## config.mk

```make
export PLATFORM = sky130hd
export DESIGN_NAME = ccg_top
export DESIGN_NICKNAME = d
export VERILOG_FILES = /design/src/design/ccg_pkg.sv /design/src/design/ccg_top.sv
export SDC_FILE = /design/constraint.sdc
export NUM_CORES = 1
export LEC_CHECK = 0
export ABC_AREA = 1
export BUFFER_PORTS_ARGS = -buffer_cell sky130_fd_sc_hd__buf_2
export CAP_MARGIN = 10
export CORE_MARGIN = 5
export CORE_UTILIZATION = 62
export DETAILED_ROUTE_END_ITERATION = 6
export PLACE_DENSITY = 0.86
export SLEW_MARGIN = 15
export SYNTH_ARGS = -nofsm -noshare
export SYNTH_HDL_FRONTEND = slang
export SYNTH_SLANG_ARGS = --single-unit
```

## constraint.sdc

```tcl
create_clock -name i_mclk -period 5.2 [get_ports i_mclk]
set_clock_uncertainty 0.15 [all_clocks]
set_input_delay 0.52 -clock i_mclk [delete_from_list [all_inputs] [get_ports i_mclk]]
set_output_delay 0.52 -clock i_mclk [all_outputs]
set_load 0.02 [all_outputs]
```

## src/design/ccg_pkg.sv

```systemverilog
// Package for the clock configuration and auxiliary clock generator.
// Assumes byte-wide register access from the serial control port decoder.
package ccg_pkg;
  localparam int ADDR_W = 7;
  localparam int DATA_W = 8;
  localparam logic [ADDR_W-1:0] ADDR_ID = 7'h00;
  localparam logic [ADDR_W-1:0] ADDR_RCR = 7'h01;
  localparam logic [ADDR_W-1:0] ADDR_MCR = 7'h02;
  localparam logic [ADDR_W-1:0] ADDR_ACR = 7'h03;
  // Reset values before the strap bits are applied
  localparam logic [DATA_W-1:0] RCR_RESET = 8'h18;
  localparam logic [DATA_W-1:0] MCR_RESET = 8'h34;
  localparam logic [DATA_W-1:0] ACR_RESET = 8'h2A;
  localparam logic [DATA_W-1:0] RDATA_NONE = 8'h00;
  // Field positions
  localparam int RCR_PREDIV_HI = 7;
  localparam int RCR_PREDIV_LO = 6;
  localparam int RCR_DIRECT_CLOCK_SELECT = 5;
  localparam int RCR_MULT_HI = 4;
  localparam int RCR_MULT_LO = 0;
  localparam int MCR_STANDBY_CONTROL = 7;
  localparam int MCR_VCO_OFF = 6;
  localparam int MCR_SERIAL_CLOCK_LIMIT_SELECT = 3;
  localparam int MCR_PDIV_HI = 2;
  localparam int MCR_PDIV_LO = 0;
  localparam int ACR_PRE_HI = 7;
  localparam int ACR_PRE_LO = 5;
  localparam int ACR_DIV_HI = 4;
  localparam int ACR_DIV_LO = 0;
  localparam int ACR_LEVEL = 0;
  // Auxiliary generator
  // Code 111 needs a half count of 131072 ticks, one bit past 17
  localparam int PRE_W = 18;
  localparam int DIV_W = 6;
  localparam logic [2:0] PRE_STATIC = 3'h0;
  localparam logic [2:0] PRE_HF = 3'h1;
  localparam logic [2:0] PRE_LF_FIRST = 3'h2;
  // Half periods in VCO ticks: HF is /4, LF is 64 * 64 at the first code
  localparam logic [PRE_W-1:0] HF_HALF = 18'h00004;
  localparam logic [PRE_W-1:0] LF_HALF_BASE = 18'h01000;
  localparam logic [DIV_W-1:0] LF_DIV_BASE = 6'h20;
  localparam logic [4:0] DIV_ZERO = 5'h00;
  // Straps are sampled this many cycles after reset release
  localparam logic [1:0] STRAP_LOAD = 2'h2;
endpackage

```

## src/design/ccg_top.sv

```systemverilog
// Clock configuration registers and auxiliary clock generator.
// Assumes a same-clock register port from the serial control decoder and a
// one-cycle VCO tick enable in the i_mclk domain; strap pins are async.
`timescale 1ns/100ps

module ccg_top #(
  parameter logic [7:0] RELEASE_ID = 8'h5C // Arbitrary value
) (
  input wire logic i_mclk,
  input wire logic i_rst_b,
  input wire logic [ccg_pkg::ADDR_W-1:0] i_reg_addr,
  input wire logic [ccg_pkg::DATA_W-1:0] i_reg_wdata,
  input wire logic i_reg_wr,
  input wire logic i_reg_rd,
  input wire logic i_vco_tick,
  input wire logic i_direct_clock_disable_pin,
  input wire logic i_standby_pin,
  output logic [ccg_pkg::DATA_W-1:0] o_reg_rdata,
  output logic o_reg_rvalid,
  output logic [1:0] o_predivider,
  output logic o_direct_clock_select,
  output logic [4:0] o_multiplier,
  output logic o_standby_control,
  output logic o_vco_off,
  output logic o_serial_clock_limit_select,
  output logic [2:0] o_master_divider,
  output logic o_aux_clk
);
  import ccg_pkg::*;

  logic [DATA_W-1:0] reference_clock_config;
  logic [DATA_W-1:0] master_clock_config;
  logic [DATA_W-1:0] auxiliary_clock_config;
  logic [1:0] dcd_sync;
  logic [1:0] stb_sync;
  logic [1:0] init_cnt;
  logic [PRE_W-1:0] pre_cnt;
  logic [DIV_W-1:0] div_cnt;

  // Decode
  wire wr_rcr = i_reg_wr && (i_reg_addr == ADDR_RCR);
  wire wr_mcr = i_reg_wr && (i_reg_addr == ADDR_MCR);
  wire wr_acr = i_reg_wr && (i_reg_addr == ADDR_ACR);
  wire strap_now = (init_cnt == STRAP_LOAD);

  // two's complement passthrough
  // None of these registers is signed, so bits are returned unchanged.
  logic [DATA_W-1:0] next_rdata;
  always_comb begin
    unique case (i_reg_addr)
      ADDR_ID: next_rdata = RELEASE_ID;
      ADDR_RCR: next_rdata = reference_clock_config;
      ADDR_MCR: next_rdata = master_clock_config;
      ADDR_ACR: next_rdata = auxiliary_clock_config;
      default: next_rdata = RDATA_NONE;
    endcase
  end

  always_ff @(posedge i_mclk or negedge i_rst_b) begin
    if (!i_rst_b) begin
      o_reg_rdata <= RDATA_NONE;
      o_reg_rvalid <= 1'b0;
    end else begin
      o_reg_rvalid <= i_reg_rd;
      if (i_reg_rd) begin
        o_reg_rdata <= next_rdata;
      end
    end
  end

  // Strap pins are asynchronous to i_mclk
  always_ff @(posedge i_mclk or negedge i_rst_b) begin
    if (!i_rst_b) begin
      dcd_sync <= 2'h0;
      stb_sync <= 2'h0;
      init_cnt <= 2'h0;
    end else begin
      dcd_sync <= {dcd_sync[0], i_direct_clock_disable_pin};
      stb_sync <= {stb_sync[0], i_standby_pin};
      if (init_cnt != STRAP_LOAD + 2'h1) begin
        init_cnt <= init_cnt + 2'h1;
      end
    end
  end

  // reference clock fields and strap
  // Reset takes constants; the strap lands once synchronised. A write in
  // the same cycle wins; a write one cycle earlier loses bit 5 to the strap.
  always_ff @(posedge i_mclk or negedge i_rst_b) begin
    if (!i_rst_b) begin
      reference_clock_config <= RCR_RESET;
    end else if (wr_rcr) begin
      reference_clock_config <= i_reg_wdata;
    end else if (strap_now) begin
      reference_clock_config[RCR_DIRECT_CLOCK_SELECT] <= ~dcd_sync[1];
    end
  end

  always_ff @(posedge i_mclk or negedge i_rst_b) begin
    if (!i_rst_b) begin
      master_clock_config <= MCR_RESET;
    end else if (wr_mcr) begin
      master_clock_config <= i_reg_wdata;
    end else if (strap_now) begin
      master_clock_config[MCR_STANDBY_CONTROL] <= stb_sync[1];
    end
  end

  always_ff @(posedge i_mclk or negedge i_rst_b) begin
    if (!i_rst_b) begin
      auxiliary_clock_config <= ACR_RESET;
    end else if (wr_acr) begin
      auxiliary_clock_config <= i_reg_wdata;
    end
  end

  always_ff @(posedge i_mclk or negedge i_rst_b) begin
    if (!i_rst_b) begin
      o_predivider <= RCR_RESET[RCR_PREDIV_HI:RCR_PREDIV_LO];
      o_direct_clock_select <= RCR_RESET[RCR_DIRECT_CLOCK_SELECT];
      o_multiplier <= RCR_RESET[RCR_MULT_HI:RCR_MULT_LO];
      o_standby_control <= MCR_RESET[MCR_STANDBY_CONTROL];
      o_vco_off <= MCR_RESET[MCR_VCO_OFF];
      o_serial_clock_limit_select <= MCR_RESET[MCR_SERIAL_CLOCK_LIMIT_SELECT];
      o_master_divider <= MCR_RESET[MCR_PDIV_HI:MCR_PDIV_LO];
    end else begin
      o_predivider <= reference_clock_config[RCR_PREDIV_HI:RCR_PREDIV_LO];
      o_direct_clock_select <= reference_clock_config[RCR_DIRECT_CLOCK_SELECT];
      o_multiplier <= reference_clock_config[RCR_MULT_HI:RCR_MULT_LO];
      o_standby_control <= master_clock_config[MCR_STANDBY_CONTROL];
      o_vco_off <= master_clock_config[MCR_VCO_OFF];
      o_serial_clock_limit_select <= master_clock_config[MCR_SERIAL_CLOCK_LIMIT_SELECT];
      o_master_divider <= master_clock_config[MCR_PDIV_HI:MCR_PDIV_LO];
    end
  end

  // Auxiliary generator selection
  wire [2:0] pre_code = auxiliary_clock_config[ACR_PRE_HI:ACR_PRE_LO];
  wire [4:0] div_field = auxiliary_clock_config[ACR_DIV_HI:ACR_DIV_LO];
  wire mode_static = (pre_code == PRE_STATIC);
  wire mode_hf = (pre_code == PRE_HF);
  // HF with a zero divider has no defined rate, so the output holds low.
  wire gen_on = !mode_static && !(mode_hf && (div_field == DIV_ZERO));
  wire [2:0] lf_shift = pre_code - PRE_LF_FIRST;
  wire [PRE_W-1:0] pre_half = mode_hf ? HF_HALF : (LF_HALF_BASE << lf_shift);
  wire [DIV_W-1:0] div_len = mode_hf ? {1'b0, div_field}
                                     : (LF_DIV_BASE + {1'b0, div_field});
  // No ticks arrive while the VCO is switched off
  wire tick = i_vco_tick && !master_clock_config[MCR_VCO_OFF] && gen_on;
  wire pre_end = tick && (pre_cnt == pre_half - 18'h00001);
  wire div_end = pre_end && (div_cnt == div_len - 6'h01);

  always_ff @(posedge i_mclk or negedge i_rst_b) begin
    if (!i_rst_b) begin
      pre_cnt <= '0;
      div_cnt <= '0;
    end else if (wr_acr) begin
      pre_cnt <= '0;
      div_cnt <= '0;
    end else if (tick) begin
      pre_cnt <= pre_end ? '0 : pre_cnt + 18'h00001;
      if (pre_end) begin
        div_cnt <= div_end ? '0 : div_cnt + 6'h01;
      end
    end
  end

  // square wave toggling
  // Toggling once per half period keeps the duty cycle exactly half.
  always_ff @(posedge i_mclk or negedge i_rst_b) begin
    if (!i_rst_b) begin
      o_aux_clk <= 1'b0;
    end else if (mode_static) begin
      o_aux_clk <= auxiliary_clock_config[ACR_LEVEL];
    end else if (wr_acr || !gen_on) begin
      o_aux_clk <= 1'b0;
    end else if (div_end) begin
      o_aux_clk <= ~o_aux_clk;
    end
  end

  chk_id_read_only: assert property (
    @(posedge i_mclk) disable iff (!i_rst_b)
    i_reg_rd && (i_reg_addr == ADDR_ID) |=> o_reg_rdata == RELEASE_ID)
    else $error("identifier read wrong");

  chk_rcr_write_stores: assert property (
    @(posedge i_mclk) disable iff (!i_rst_b)
    wr_rcr |=> ##1 o_multiplier == $past(i_reg_wdata[4:0], 2))
    else $error("reference clock write lost");

  chk_mcr_vco_out: assert property (
    @(posedge i_mclk) disable iff (!i_rst_b)
    wr_mcr |=> ##1 o_vco_off == $past(i_reg_wdata[MCR_VCO_OFF], 2))
    else $error("vco control not applied");

  chk_strap_standby: assert property (
    @(posedge i_mclk) disable iff (!i_rst_b)
    strap_now && !wr_mcr |=>
      master_clock_config[MCR_STANDBY_CONTROL] == $past(stb_sync[1]))
    else $error("standby strap not loaded");

  chk_acr_restart: assert property (
    @(posedge i_mclk) disable iff (!i_rst_b)
    wr_acr |=> pre_cnt == '0 && div_cnt == '0 && (!gen_on || !o_aux_clk))
    else $error("aux counters not restarted");

  chk_static_level: assert property (
    @(posedge i_mclk) disable iff (!i_rst_b)
    mode_static && !wr_acr |=> o_aux_clk == $past(auxiliary_clock_config[0]))
    else $error("static aux level wrong");

  chk_toggle_cause: assert property (
    @(posedge i_mclk) disable iff (!i_rst_b)
    !mode_static && gen_on && !wr_acr && !div_end |=> $stable(o_aux_clk))
    else $error("aux toggled without divider end");

  chk_vco_off_hold: assert property (
    @(posedge i_mclk) disable iff (!i_rst_b)
    master_clock_config[MCR_VCO_OFF] && !wr_acr |=> $stable(pre_cnt))
    else $error("generator ran with vco off");

  chk_hf_half_len: assert property (
    @(posedge i_mclk) disable iff (!i_rst_b)
    mode_hf && tick && pre_cnt == 18'h00003 && !wr_acr |=> pre_cnt == '0)
    else $error("hf prescale not four ticks");

  // A strap landing one cycle after a write may legally alter bit 5
  chk_rcr_fields: assert property (
    @(posedge i_mclk) disable iff (!i_rst_b)
    wr_rcr ##1 !strap_now |=>
      o_predivider == $past(i_reg_wdata[RCR_PREDIV_HI:RCR_PREDIV_LO], 2) &&
      o_direct_clock_select == $past(i_reg_wdata[RCR_DIRECT_CLOCK_SELECT], 2))
    else $error("reference clock fields wrong");

  chk_strap_direct_clock_select: assert property (
    @(posedge i_mclk) disable iff (!i_rst_b)
    strap_now && !wr_rcr |=>
      reference_clock_config[RCR_DIRECT_CLOCK_SELECT] == !$past(dcd_sync[1]))
    else $error("direct clock strap not loaded");

  chk_standby_control_write: assert property (
    @(posedge i_mclk) disable iff (!i_rst_b)
    wr_mcr ##1 !strap_now |=>
      o_standby_control == $past(i_reg_wdata[MCR_STANDBY_CONTROL], 2))
    else $error("standby write not applied");

  chk_mcr_fields: assert property (
    @(posedge i_mclk) disable iff (!i_rst_b)
    wr_mcr |=> ##1
      o_serial_clock_limit_select == $past(i_reg_wdata[MCR_SERIAL_CLOCK_LIMIT_SELECT], 2) &&
      o_master_divider == $past(i_reg_wdata[MCR_PDIV_HI:MCR_PDIV_LO], 2))
    else $error("master clock fields wrong");

  chk_aux_write: assert property (
    @(posedge i_mclk) disable iff (!i_rst_b)
    wr_acr |=> auxiliary_clock_config == $past(i_reg_wdata))
    else $error("auxiliary write lost");

  chk_read_valid: assert property (
    @(posedge i_mclk) disable iff (!i_rst_b)
    i_reg_rd |=> o_reg_rvalid)
    else $error("read valid missing");

  chk_rdata_hold: assert property (
    @(posedge i_mclk) disable iff (!i_rst_b)
    !i_reg_rd |=> $stable(o_reg_rdata))
    else $error("read data changed without read");

  chk_unmapped_read: assert property (
    @(posedge i_mclk) disable iff (!i_rst_b)
    i_reg_rd && (i_reg_addr > ADDR_ACR) |=> o_reg_rdata == RDATA_NONE)
    else $error("unmapped read not zero");

  chk_hf_zero_low: assert property (
    @(posedge i_mclk) disable iff (!i_rst_b)
    mode_hf && (div_field == DIV_ZERO) && !wr_acr |=> !o_aux_clk)
    else $error("hf zero divider not low");
endmodule

```

Word level (Yosys, flattened, before mapping)
Cells that the tools add are included.
{ "totals": {"ff_bits": 78, "latchBits": 0, "ram_bits": 0, "mem_bits_ro": 0, "inputBits": 22, "out_inout_bits": 24, "elab_cells": 78, "memories": 0} }
{ "classes": {"n_addsub": 7, "mul": 0, "n_div": 0, "order_cmp": 0, "eq_ne": 8, "shift": 1, "mux": 17, "bitwise": 2, "reduce_logical": 23} }
{ "op_table": {"columns": ["op", "count"], "rows": [
  ["$mux 18", 4],
  ["$pmux 8 s4", 1],
  ["$mux 6", 5],
  ["$add 18x1->18 const B", 1],
  ["$eq 18x18->1", 1],
  ["$shl 13x3->18 const A", 1],
  ["$sub 18x1->18 const B", 1],
  ["$eq 7x2->1 const B", 2],
  ["$logic_and 1x1->1", 9],
  ["$reduce_bool 2->1", 4],
  ["$eq 7x1->1 const B", 1],
  ["$logic_not 7->1", 1],
  ["$mux 1", 7],
  ["$add 6x1->6 const B", 1],
  ["$add 6x5->6 const A", 1],
  ["$eq 6x6->1", 1],
  ["$sub 6x1->6 const B", 1],
  ["$logic_not 5->1", 1],
  ["$logic_not 1->1", 4],
  ["$eq 3x1->1 const B", 1],
  ["$logic_not 3->1", 1],
  ["$reduce_bool 3->1", 1],
  ["$sub 3x2->3 const B", 1],
  ["$add 2x1->2 const B", 1],
  ["other kinds (5)", 6]
]} }

Longest topological paths before layout
Gate-level depths: netlist of the first run.
{ "logic_depth": {"word_depth": 11, "mapped_depth": 14, "depth_no_buf": 14} }

Least setup slack after synthesis of the first run
Ideal clock, no wire load.
{ "synth_timing": {"kind": "register -> register", "startpoint": "register auxiliary_clock_config[1]", "endpoint": "register pre_cnt[14]", "setup_ns": 0.120, "t_arrival_ns": 1.671, "t_required_ns": 4.930, "path_slack_ns": 3.259, "path_stages_with_launch": 14, "n_path_buf": 1, "synth_period_minus_slack_ns": 1.941, "path_cell_list": "dfstp_2 -> inv_1 -> ha_1 -> nand2_1 -> nor2_1 -> nand2_2 -> nand2_4 -> nor2_8 -> nand2_4 -> nor2_4 -> nand2_2 -> nand2_1 -> buf_4 -> nor2_1"} }
{ "synth_between": {"elab_chain_len": 9, "elab_cells_between_ends": 10, "cone_classes": "3 x mux; 7 x reduce/logical"} }
{ "synth_lines": {"columns": ["item", "line_no", "source"], "rows": [
  ["start: declaration", "ccg_top.sv:33", "logic [DATA_W-1:0] auxiliary_clock_config;"],
  ["start signal: assignment", "ccg_top.sv:113", "auxiliary_clock_config <= i_reg_wdata;"],
  ["$logic_not 5->1 (*)", "ccg_top.sv:143", "wire gen_on = !mode_static && !(mode_hf && (div_field == DIV_ZERO));"],
  ["$logic_and 1x1->1 (*)", "ccg_top.sv:143", null],
  ["$logic_not 1->1 (*)", "ccg_top.sv:143", null],
  ["$logic_and 1x1->1 (*)", "ccg_top.sv:143", null],
  ["$logic_and 1x1->1 (*)", "ccg_top.sv:149", "wire tick = i_vco_tick && !master_clock_config[MCR_VCO_OFF] && gen_on;"],
  ["$logic_and 1x1->1", "ccg_top.sv:150", "wire pre_end = tick && (pre_cnt == pre_half - 18'h00001);"],
  ["$mux 18", "ccg_top.sv:161", "pre_cnt <= pre_end ? '0 : pre_cnt + 18'h00001;"],
  ["$mux 18", "ccg_top.sv:160", "end else if (tick) begin"],
  ["$mux 18", "ccg_top.sv:157", "end else if (wr_acr) begin"],
  ["end signal: assignment", "ccg_top.sv:161", null],
  ["end: declaration", "ccg_top.sv:37", "logic [PRE_W-1:0] pre_cnt;"]
]} }
Mark *: on every way between the ends. The rest lies on a longest branch, timed or not. The select of a mux whose other input is x is not followed.
A chain may end at the register's enable or synchronous reset.

Final worst setup path of the first run
{ "layout_timing": {"startpoint": "register auxiliary_clock_config[1]", "endpoint": "register pre_cnt[9]"} }
Same word-level chain as after synthesis.

==> results_dict.tcl, run 1 <==
set metrics [dict create \
    status "finished clean" \
    nNetsFinal 610 \
    slew_violations 0 \
    cts_hold_buf 0 \
    crit_path_max_incr_delay_ns 0.56 \
    fp-row-count 30 \
    cts_sinks 78 \
    grt_pass1_vias 3509 \
    drtIter0Drc 240 \
    worstSetupPathType "flip-flop to flip-flop" \
    tns_ns 0 \
    synthDistinctLibCells 37 \
    critPathSlowestCell "dfstp_2" \
    critPathArrivalTime_ns 2.54 \
    first_pass_iters 5 \
    cts_made_buffers 9 \
    worstPathRequired_ns 5.28 \
    min_period_ns 2.46 \
    cts_tree "done" \
    cts_root_buffer "clkbuf_8" \
    cts_resized 0 \
    wl_mm 9.34 \
    n_antenna_cell 0 \
    crit_path_start_kind "flip-flop" \
    start_util_pct 62.6 \
    hp-class "input pin to flip-flop" \
    syn-cell-area_sq_mm 0.00418 \
    max-vdd-ir-drop_mv 0.222 \
    postCtsSetupRepairBufs 0 \
    tightest_slew_ns 0.960 \
    ant_nets 0 \
    drive_gt1_share_pct 18.4 \
    synth_seq_area_share_pct 47.0 \
    final_common_cell "nand2_1" \
    multiInputGateArea_sq_mm 0.00190 \
    coreArea_sq_mm 0.00668 \
    fmax_mhz 407 \
    critPathTopFamily "simple AND/OR/NAND/NOR gates" \
    syn_avg_cell_area_sq_um 7.82 \
    mostFrequentLayoutCells "nand2_1 (183), dfrtp_1 (67), inv_1 (61), nor2_1 (50), buf_2 (44)" \
    grt_max_degree 79 \
    dieArea_sq_mm 0.00849 \
    synth_nets 562 \
    die_w_um 92.2 \
    worstPathCellList "inv_1, ha_1, nand2_1, nor2_1, nand2_2, nand2_4, nor2_8, nand2_4, nor2_4, nand2_2, nand2_1, nor2_1" \
    fill_cells 530 \
    routed-via-count 3658 \
    wl_per_cell_um 14.0 \
    setup_viol 0 \
    clk_latency_ns 0.36 \
    regArea_sq_mm 0.00197 \
    vias_per_cell 5.48 \
    portBuffers 45 \
    crit_buf_inv 1 \
    ios 46 \
    grt_setup_unrepaired "no" \
    hold_viol 0 \
    die_h_um 92.2 \
    grt_pass1_wl_mm 16.3 \
    antenna_found_initial 0 \
    power_density_mw_per_mm2 312 \
    dp_hpwl_mm 6.83 \
    drc 0 \
    htree_levels 3 \
    max-cap-violations 0 \
    grt_overflow 0 \
    synthToLayoutAreaGrowth_pct 11.3 \
    cts_buffer_depth 2 \
    synth_cells 535 \
    synth-warning-count 0 \
    slew_headroom_pct 36.0 \
    min_period_over_period_pct 47.2 \
    clk_pin_slew_ns 0.09 \
    critPathCaptureType "flip-flop" \
    gp_congestion 0.943 \
    ys_seq_elements 78 \
    crit_path_max_fanout 12 \
    grt_usage_pct 23.7 \
    hold_slack_ns 0.119 \
    power_leakage_uw 0.00249 \
]
## cell usage after synthesis
cell type | count | area share (%)
o21ai_2 | 7 | 1.5
xnor2_1 | 3 | 0.63
a21oi_1 | 5 | 0.60
dfrtp_1 | 67 | 40
mux2i_1 | 1 | 0.24
o21ai_4 | 1 | 0.39
o211ai_1 | 2 | 0.36
inv_1 | 61 | 5.5
and3_1 | 1 | 0.15
clkinv_1 | 1 | 0.090
nand2_4 | 4 | 1.1
o21ai_0 | 37 | 4.4
or2_2 | 1 | 0.15
nor2_8 | 1 | 0.48
o22ai_1 | 1 | 0.15
nand4_1 | 14 | 2.1
nor3_1 | 2 | 0.24
clkbuf_1 | 1 | 0.090
dfstp_2 | 11 | 6.9
inv_4 | 2 | 0.30
nand2_2 | 4 | 0.60
nor2_2 | 7 | 1.0
buf_1 | 1 | 0.090
nand3b_1 | 2 | 0.36
buf_6 | 3 | 0.81
buf_4 | 2 | 0.36
nor3b_1 | 1 | 0.18
nor4_4 | 2 | 1.0
nor2_4 | 3 | 0.81
buf_2 | 2 | 0.24
nand2_1 | 183 | 16
nand3_2 | 2 | 0.48
inv_2 | 1 | 0.090
nor2_1 | 50 | 4.5
xor2_1 | 10 | 2.1
ha_1 | 5 | 1.5
nand3_1 | 34 | 4.1
## report_power, final
part | internal [uW] | switching, uW | total (uW)
combinational | 86.4 | 173 | 259
clock | 228 | 246 | 474
sequential | 668 | 53.0 | 721
total | 983 | 472 | 1450
## flip-flops by register name, summed over array words and instances, names as in the netlist, 3 cells and up
signal / flops
div_cnt: 6
o_master_divider: 3
pre_cnt: 18
o_multiplier: 5
o_reg_rdata: 8
auxiliary_clock_config: 8
reference_clock_config: 8
master_clock_config: 8
## logic make-up after synthesis
kind of cell | synth area share [%]
xor+xnor | 2.72
fa+ha+maj | 1.50
simple gates | 33.6
flops | 47.0
mux | 0.239
buf+inv | 7.54
compound gates | 7.39
## stage by stage
| step | total power (uW) | instances | utilization (%) | setup WS (ns) | area, sq um |
|---|---|---|---|---|---|
| floorplan | 899 | 535 | - | 3.26 | 4180 |
| global placement | 982 | 652 | 66.6 | 2.83 | 4450 |
| global route | 1530 | 668 | 69.7 | 2.57 | 4660 |
| detailed placement | 987 | 652 | 66.6 | 2.75 | 4450 |
| CTS | 1450 | 668 | 69.7 | 2.76 | 4660 |
| finish | 1450 | 668 | 69.7 | 2.74 | 4660 |
## worst reg2reg max path, delay by kind of cell (launching register included)
family | cells | cell delay, ns
buffers and inverters | 1 | 0.07
flip-flops | 1 | 0.56
adder cells (fa/ha/maj) | 1 | 0.22
AND/OR/NAND/NOR | 10 | 1.34
## per-layer routing
metal,vias to the layer above,GRT usage (%),share of wire (%)
met1,1719,30.9,42
met4,0,9.78,1.7
met2,134,38.7,50
met3,16,4.68,6.5
met5,-,0,0
li1,1789,-,-
## worst paths after layout
path                                           start  cells past startpoint  slack [ns]                        end
min                                    i_standby_pin                      1        0.12                stb_sync[0]
min reg2reg                              stb_sync[0]                      0        0.20                stb_sync[1]
min in group asynchronous                    i_rst_b                      1        0.15  reference_clock_config[2]
max                        auxiliary_clock_config[1]                     12        2.74                 pre_cnt[9]
max reg2reg                auxiliary_clock_config[1]                     12        2.74                 pre_cnt[9]
max in group asynchronous                    i_rst_b                      1        4.12                pre_cnt[12]
## layout make-up
class | count | share of cell area, %
Inverter | 65 | 5.35
Tap cell | 80 | 2.15
Clock inverter | 7 | 1.69
Sequential cell | 78 | 42.2
Multi-Input combinational cell | 383 | 40.9
Clock buffer | 9 | 2.66
Timing Repair Buffer | 46 | 5.05
Power figures use the tool's default switching activity.
==> inputs of run 2 (changes only) <==
--- a/config.mk
+++ b/config.mk
@@ -5,13 +5,13 @@
 export SDC_FILE = /design/constraint.sdc
 export NUM_CORES = 1
 export LEC_CHECK = 0
-export ABC_AREA = 1
+export ABC_AREA = 0
 export BUFFER_PORTS_ARGS = -buffer_cell sky130_fd_sc_hd__buf_2
 export CAP_MARGIN = 10
 export CORE_MARGIN = 5
-export CORE_UTILIZATION = 62
+export CORE_UTILIZATION = 58
 export DETAILED_ROUTE_END_ITERATION = 6
-export PLACE_DENSITY = 0.86
+export PLACE_DENSITY = 0.82
 export SLEW_MARGIN = 15
 export SYNTH_ARGS = -nofsm -noshare
 export SYNTH_HDL_FRONTEND = slang
==> constraint.sdc (replaced) <==
create_clock -name i_mclk -period 2.5 [get_ports i_mclk]
set_clock_uncertainty 0.15 [all_clocks]
set_input_delay 0.25 -clock i_mclk [delete_from_list [all_inputs] [get_ports i_mclk]]
set_output_delay 0.25 -clock i_mclk [all_outputs]
set_load 0.02 [all_outputs]
==> run 2 against run 1 <==
Compared with the run above:
- the flow now finishes with violations (negative setup slack)
- fmax fell by 6.4%
- utilization grew 5.4 points
- area after synthesis shrank 11%
- via count shrank 22%
==> results_dict.tcl, run 2 <==
set metrics [dict create \
    min_period_ns 2.63 \
    dieArea_sq_mm 0.00813 \
    yosys-top-cells-count "dfrtp_1 (67), nor2_1 (28), mux2_2 (26)" \
    dp_hpwl_mm 5.77 \
    critPathArrivalTime_ns 2.72 \
    coreArea_sq_mm 0.00631 \
    power_frac_clock_pct 34.9 \
    largest_reg_flops 18 \
    synth_enable_flop_cells 0 \
    grt_setup_unrepaired "yes" \
    synthArstFlopShare_pct 100 \
    antenna_found_initial 0 \
    switching_share_pct 27.3 \
    dp.cells 464 \
    final_common_cell "dfrtp_1" \
    worstPathCellList "inv_2, ha_4, nor4b_4, a2111o_1, a2111oi_4, nand3_4, o21ai_4, clkbuf_16, nor2_2" \
    die_w_um 90.1 \
    p_int_uw 2180 \
    cts_tree "done" \
    syn-cell-area_sq_mm 0.00372 \
    crit_path_max_fanout 6 \
    grt_pass1_wl_mm 14.0 \
    worstPathRequired_ns 2.59 \
    hp-class "input pin to flip-flop" \
    drive_gt1_share_pct 39.2 \
    routed-via-count 2868 \
    tns_ns -1.92 \
    clk_latency_ns 0.35 \
    portBuffers 45 \
    htree_levels 3 \
    synth.area.top_cells "dfrtp_1 (45%), mux2_2 (7.9%), dfstp_2 (7.8%)" \
    die_h_um 90.1 \
    fp-row-count 29 \
    clk_pin_slew_ns 0.08 \
    mostFrequentLayoutCells "dfrtp_1 (67), buf_2 (44), buf_4 (30), mux2_2 (26), nand2_1 (19)" \
    nNetsFinal 443 \
    synth-warning-count 0 \
    power.total_uw 3000 \
    crit_buf_inv 2 \
    ant_nets 0 \
    worst-path-stages 9 \
    grt_pass1_vias 2926 \
    p_seq_share_pct 48.6 \
    max-cap-violations 0 \
    power_density_mw_per_mm2 633 \
    slew_violations 0 \
    ios 46 \
    cts_made_buffers 9 \
    drc 0 \
    n_antenna_cell 0 \
    hold_depth 2 \
    gp_congestion 0.866 \
    crit_path_max_incr_delay_ns 0.54 \
    grt_usage_pct 20.9 \
    cts_root_buffer "clkbuf_8" \
    synthMostInstantiatedCell "dfrtp_1" \
    ys_seq_elements 78 \
    wl_mm 8.73 \
    setup_viol 23 \
    synth_top_area_cell "dfrtp_1" \
    synth_seq_area_share_pct 52.8 \
    combPwrFrac_pct 16.6 \
    worstSetupPathType "flip-flop to flip-flop" \
    synth_nets 363 \
    synth_cells 336 \
    grt_max_degree 79 \
    switching_power_uw 819 \
    crit_path_start_kind "flip-flop" \
    slew_headroom_pct 35.9 \
    critPathTopFamily "compound AO/OA/AOI/OAI gates" \
    worstRegToRegCells 9 \
    vias_per_cell 5.76 \
    fmax_mhz 381 \
    grt_overflow 0 \
    violations "negative setup slack" \
    hold_viol 0 \
    syn_avg_cell_area_sq_um 11.1 \
    top_register "pre_cnt" \
    rrSetupSlack_ns -0.13 \
    setup_ws_ns -0.125 \
    wl_per_cell_um 17.5 \
    tightest_slew_ns 0.962 \
    power_leakage_uw 0.00215 \
    cts_sinks 78 \
    drtIter0Drc 220 \
    first_pass_iters 4 \
    synthToLayoutAreaGrowth_pct 27.3 \
    status "finished with violations" \
    start_util_pct 59.0 \
    cts_buffer_depth 2 \
    critPathCaptureType "flip-flop" \
    yosysTopAreaCellShare_pct 45.0 \
    min_period_over_period_pct 105 \
    max-vdd-ir-drop_mv 0.434 \
    synthFlopType "dfrtp_1" \
    fin_cells 498 \
    critPathSlowestCell "dfstp_2" \
    synthDistinctLibCells 53 \
]
## run 2: cell types whose count changed in the layout (fill, tap and decap cells not counted), moves of 11 or more
| cell | previous run | this run |
|---|---|---|
| xnor2_1 | 3 | 14 |
| nand3_1 | 34 | 11 |
| inv_1 | 61 | 15 |
| o21ai_0 | 37 | 11 |
| nand2_1 | 183 | 19 |
| nor2_1 | 50 | 12 |
| buf_4 | 2 | 30 |
| mux2_2 | 0 | 26 |
## run 2: cells by family after synthesis
| family | count (synthesis) | share of synthesized area (%) |
|---|---|---|
| fa+ha+maj | 5 | 1.68 |
| flops | 78 | 52.8 |
| compound gates | 61 | 11.6 |
| simple gates | 105 | 15.0 |
| buf+inv | 29 | 3.33 |
| mux | 33 | 9.74 |
| xor+xnor | 25 | 5.88 |
## run 2: per-layer routing
metal | vias to the layer above | wire length, um | global-route usage [%]
met5 | - | 0 | 0
met2 | 82 | 4540 | 35.8
met3 | 18 | 433 | 5.76
li1 | 1355 | - | -
met1 | 1413 | 3590 | 25.2
met4 | 0 | 159 | 7.69
## run 2: metrics by stage
step	area (sq um)	worst slack [ns]	utilization [%]	hold WS, ns
after floorplan	3730	0.0469	-	-0.196
after global placement	4140	-0.00651	65.5	0.182
after detailed placement	4140	-0.0912	65.5	0.188
after CTS	4480	0.0181	70.9	0.00276
after global routing	4740	-0.210	75.1	0.0117
final	4740	-0.125	75.1	0.0138
## run 2: cell type report
cell class | count | area, sq um
clock buffer | 11 | 141
clock inverter | 5 | 83.8
fill | 400 | 1570
inverter | 16 | 60.1
multi-input combinational | 229 | 1830
sequential | 78 | 1970
tap | 77 | 96.3
timing repair buffer | 82 | 561
## run 2: worst register-to-register path, delay by kind of cell, from the launching register on
| kind | cells | cell delay, ns |
|---|---|---|
| AO/OA/AOI/OAI | 3 | 1.06 |
| adder cells (fa/ha/maj) | 1 | 0.15 |
| buffers and inverters | 2 | 0.28 |
| flip-flops | 1 | 0.54 |
| AND/OR/NAND/NOR | 3 | 0.34 |
## run 2: power by group through the flow
| stage | combinational (uW) | sequential [uW] | clock [uW] |
|---|---|---|---|
| after floorplan | 241 | 1490 | 0 |
| after global placement | 417 | 1460 | 0 |
| after detailed placement | 431 | 1470 | 0 |
| after CTS | 450 | 1450 | 1070 |
| after global routing | 548 | 1470 | 1110 |
| final | 497 | 1460 | 1050 |
## run 2: worst paths after layout
| check | start | to |
|---|---|---|
| max | auxiliary_clock_config[1] | pre_cnt[3] |
| min | i_reg_wdata[3] | master_clock_config[3] |
| max reg2reg | auxiliary_clock_config[1] | pre_cnt[3] |
| min reg2reg | stb_sync[0] | stb_sync[1] |
| max in group asynchronous | i_rst_b | div_cnt[3] |
| min in group asynchronous | i_rst_b | o_serial_clock_limit_select |
## run 2: repair_timing
item,in CTS,in global routing
resized for setup,3,43
endpoints found under the setup margin,21,24
buffers inserted,3,9
endpoints found under the hold margin,71,0
hold buffers,5,0
gates cloned,0,1
pin swaps,0,16
==> inputs of run 3 (changes only) <==
--- a/config.mk
+++ b/config.mk
@@ -6,12 +6,13 @@
 export NUM_CORES = 1
 export LEC_CHECK = 0
 export ABC_AREA = 0
-export BUFFER_PORTS_ARGS = -buffer_cell sky130_fd_sc_hd__buf_2
 export CAP_MARGIN = 10
+export CORE_ASPECT_RATIO = 1.5
 export CORE_MARGIN = 5
-export CORE_UTILIZATION = 58
+export CORE_UTILIZATION = 62
 export DETAILED_ROUTE_END_ITERATION = 6
-export PLACE_DENSITY = 0.82
+export DONT_BUFFER_PORTS = 1
+export PLACE_DENSITY = 0.8
 export SLEW_MARGIN = 15
 export SYNTH_ARGS = -nofsm -noshare
 export SYNTH_HDL_FRONTEND = slang
==> run 3 against run 2 <==
Compared with the run above:
- the run ends with negative hold slack, negative setup slack left
- wire length up 2.0%
- clock power up 4%
- sequential cell count stayed put
- hold slack got worse by 0.018 ns
- combinational power shrank 14%
- clock-buffer cell count decreased by 1
- utilization is 2.1 points higher
- die area shrank 5.4%
- power grew 0.60%
- final cell count is 8.6% lower
- setup slack better by 0.11 ns
- non-clock buffer count down 40
==> results_dict.tcl, run 3 (same netlist as run 2, synthesis figures left out) <==
set metrics [dict create \
    final_common_cell "dfrtp_1" \
    tns_ns -0.0183 \
    clk_latency_ns 0.36 \
    dp_slack_ns -0.0733 \
    drive_gt1_share_pct 27.9 \
    fmax_mhz 398 \
    slew_violations 0 \
    dp.cells 417 \
    start_util_pct 63.9 \
    worstPathCellList "inv_2, ha_4, nor4b_4, a2111o_1, a2111oi_4, nand3_2, buf_6, mux2_4, nand2_2" \
    hold_viol 1 \
    first_pass_iters 4 \
    mostFrequentLayoutCells "dfrtp_1 (67), nor2_1 (28), buf_4 (27), mux2_2 (25), nand2_1 (18)" \
    portBuffers 0 \
    worstSetupPathType "flip-flop to flip-flop" \
    max-cap-violations 0 \
    ant_nets 0 \
    power_density_mw_per_mm2 670 \
    die_w_um 73.3 \
    fin_cells 455 \
    setup_ws_ns -0.0151 \
    crit_path_start_kind "flip-flop" \
    routed-via-count 2790 \
    drtIter0Drc 162 \
    gp_congestion 0.793 \
    grt_pass1_wl_mm 14.1 \
    grt_max_degree 79 \
    cts_root_buffer "clkbuf_8" \
    rrSetupSlack_ns -0.02 \
    largest_reg_flops 18 \
    violations "negative hold slack, negative setup slack" \
    status "finished with violations" \
    fill_cells 328 \
    busiest_layer "met2" \
    slew_headroom_pct 68.1 \
    vias_per_cell 6.13 \
    multiInputGateArea_sq_mm 0.00178 \
    hp-class "input pin to flip-flop" \
    die_h_um 105 \
    min_period_over_period_pct 101 \
    grt_usage_pct 24.0 \
    ios 46 \
    grt_pass1_vias 2833 \
    min_period_ns 2.52 \
    dp_hpwl_mm 5.68 \
    worstPathRequired_ns 2.65 \
    wl_per_cell_um 19.6 \
    hold_slack_ns -0.00394 \
    fp-row-count 34 \
    nNetsFinal 405 \
    synthToLayoutAreaGrowth_pct 20.8 \
    crit_path_max_fanout 5 \
    tightest_slew_ns 0.476 \
    grt_overflow 0 \
    htree_levels 3 \
    use_met1_pct 28.7 \
    grt_setup_unrepaired "yes" \
    cts_sinks 78 \
    coreArea_sq_mm 0.00583 \
    antenna_found_initial 0 \
    cts_buffer_depth 2 \
    regArea_sq_mm 0.00197 \
    grt_use_met2_pct 40.1 \
    critPathSlowestCell "dfstp_2" \
    max-vdd-ir-drop_mv 0.703 \
    critPathArrivalTime_ns 2.66 \
    cts_made_buffers 9 \
    wl_mm 8.90 \
    drc 0 \
    setup_viol 2 \
    power_leakage_uw 0.00200 \
    top_register "pre_cnt" \
    dieArea_sq_mm 0.00769 \
    n_antenna_cell 0 \
    grt_use_met3_pct 4.61 \
    critPathCaptureType "flip-flop" \
    crit_path_max_incr_delay_ns 0.55 \
    clk_pin_slew_ns 0.08 \
    cts_tree "done" \
]
## run 3: worst max-delay path: cells and delay by family (launching register included)
family | cells | cell delay [ns]
multiplexers | 1 | 0.30
adder cells (fa/ha/maj) | 1 | 0.15
buffers and inverters | 2 | 0.21
flip-flops | 1 | 0.55
AND/OR/NAND/NOR | 3 | 0.31
AO/OA/AOI/OAI | 2 | 0.79
## run 3: power by group
group	total (uW)	internal (uW)	switching [uW]
Clock	1090	596	491
Combinational	429	211	218
Sequential	1500	1370	134
Total	3020	2170	843
## run 3: layer usage
metal | routed length (um) | part of all wire, % | vias to the layer above
met2 | 4880 | 55 | 65
met4 | 212 | 2.4 | 0
li1 | - | - | 1297
met5 | 0 | 0 | -
met3 | 369 | 4.1 | 19
met1 | 3440 | 39 | 1409
## run 3: layout make-up
type                    instances  share of cell area, %
flip-flops and latches         78                   43.7
clock buffers                  10                   3.06
inverters                      16                   1.33
repair buffers                 42                   8.26
well taps                      72                   2.00
clock inverters                 6                   2.06
multi-input cells             231                   39.6
## run 3: what timing repair did
item,4_1_cts,5_1_grt
setup endpoints to repair,20,23
endpoints found under the hold margin,113,0
hold buffers,14,0
setup buffers,2,4
cloned,1,1
gates resized for setup,2,20
pin swaps,1,9
## run 3: through the flow
stage / instance area [sq um] / power, uW / utilization (%)
after global routing: 4500 / 3130 / 77.2
after global placement: 3920 / 1830 / 67.3
after floorplan: 3730 / 1730 / -
after detailed placement: 3920 / 1850 / 67.3
final: 4500 / 3020 / 77.2
after CTS: 4350 / 2980 / 74.6
## run 3: path summary, 6_finish.rpt
check | start | to | cells after the start
setup reg to reg | auxiliary_clock_config[1] | o_aux_clk | 9
hold / removal | i_reg_addr[0] | o_reg_rdata[0] | 2
max in group asynchronous | i_rst_b | auxiliary_clock_config[5] | 2
setup / recovery | auxiliary_clock_config[1] | o_aux_clk | 9
min in group asynchronous | i_rst_b | o_multiplier[1] | 2
hold reg to reg | dcd_sync[0] | dcd_sync[1] | 0
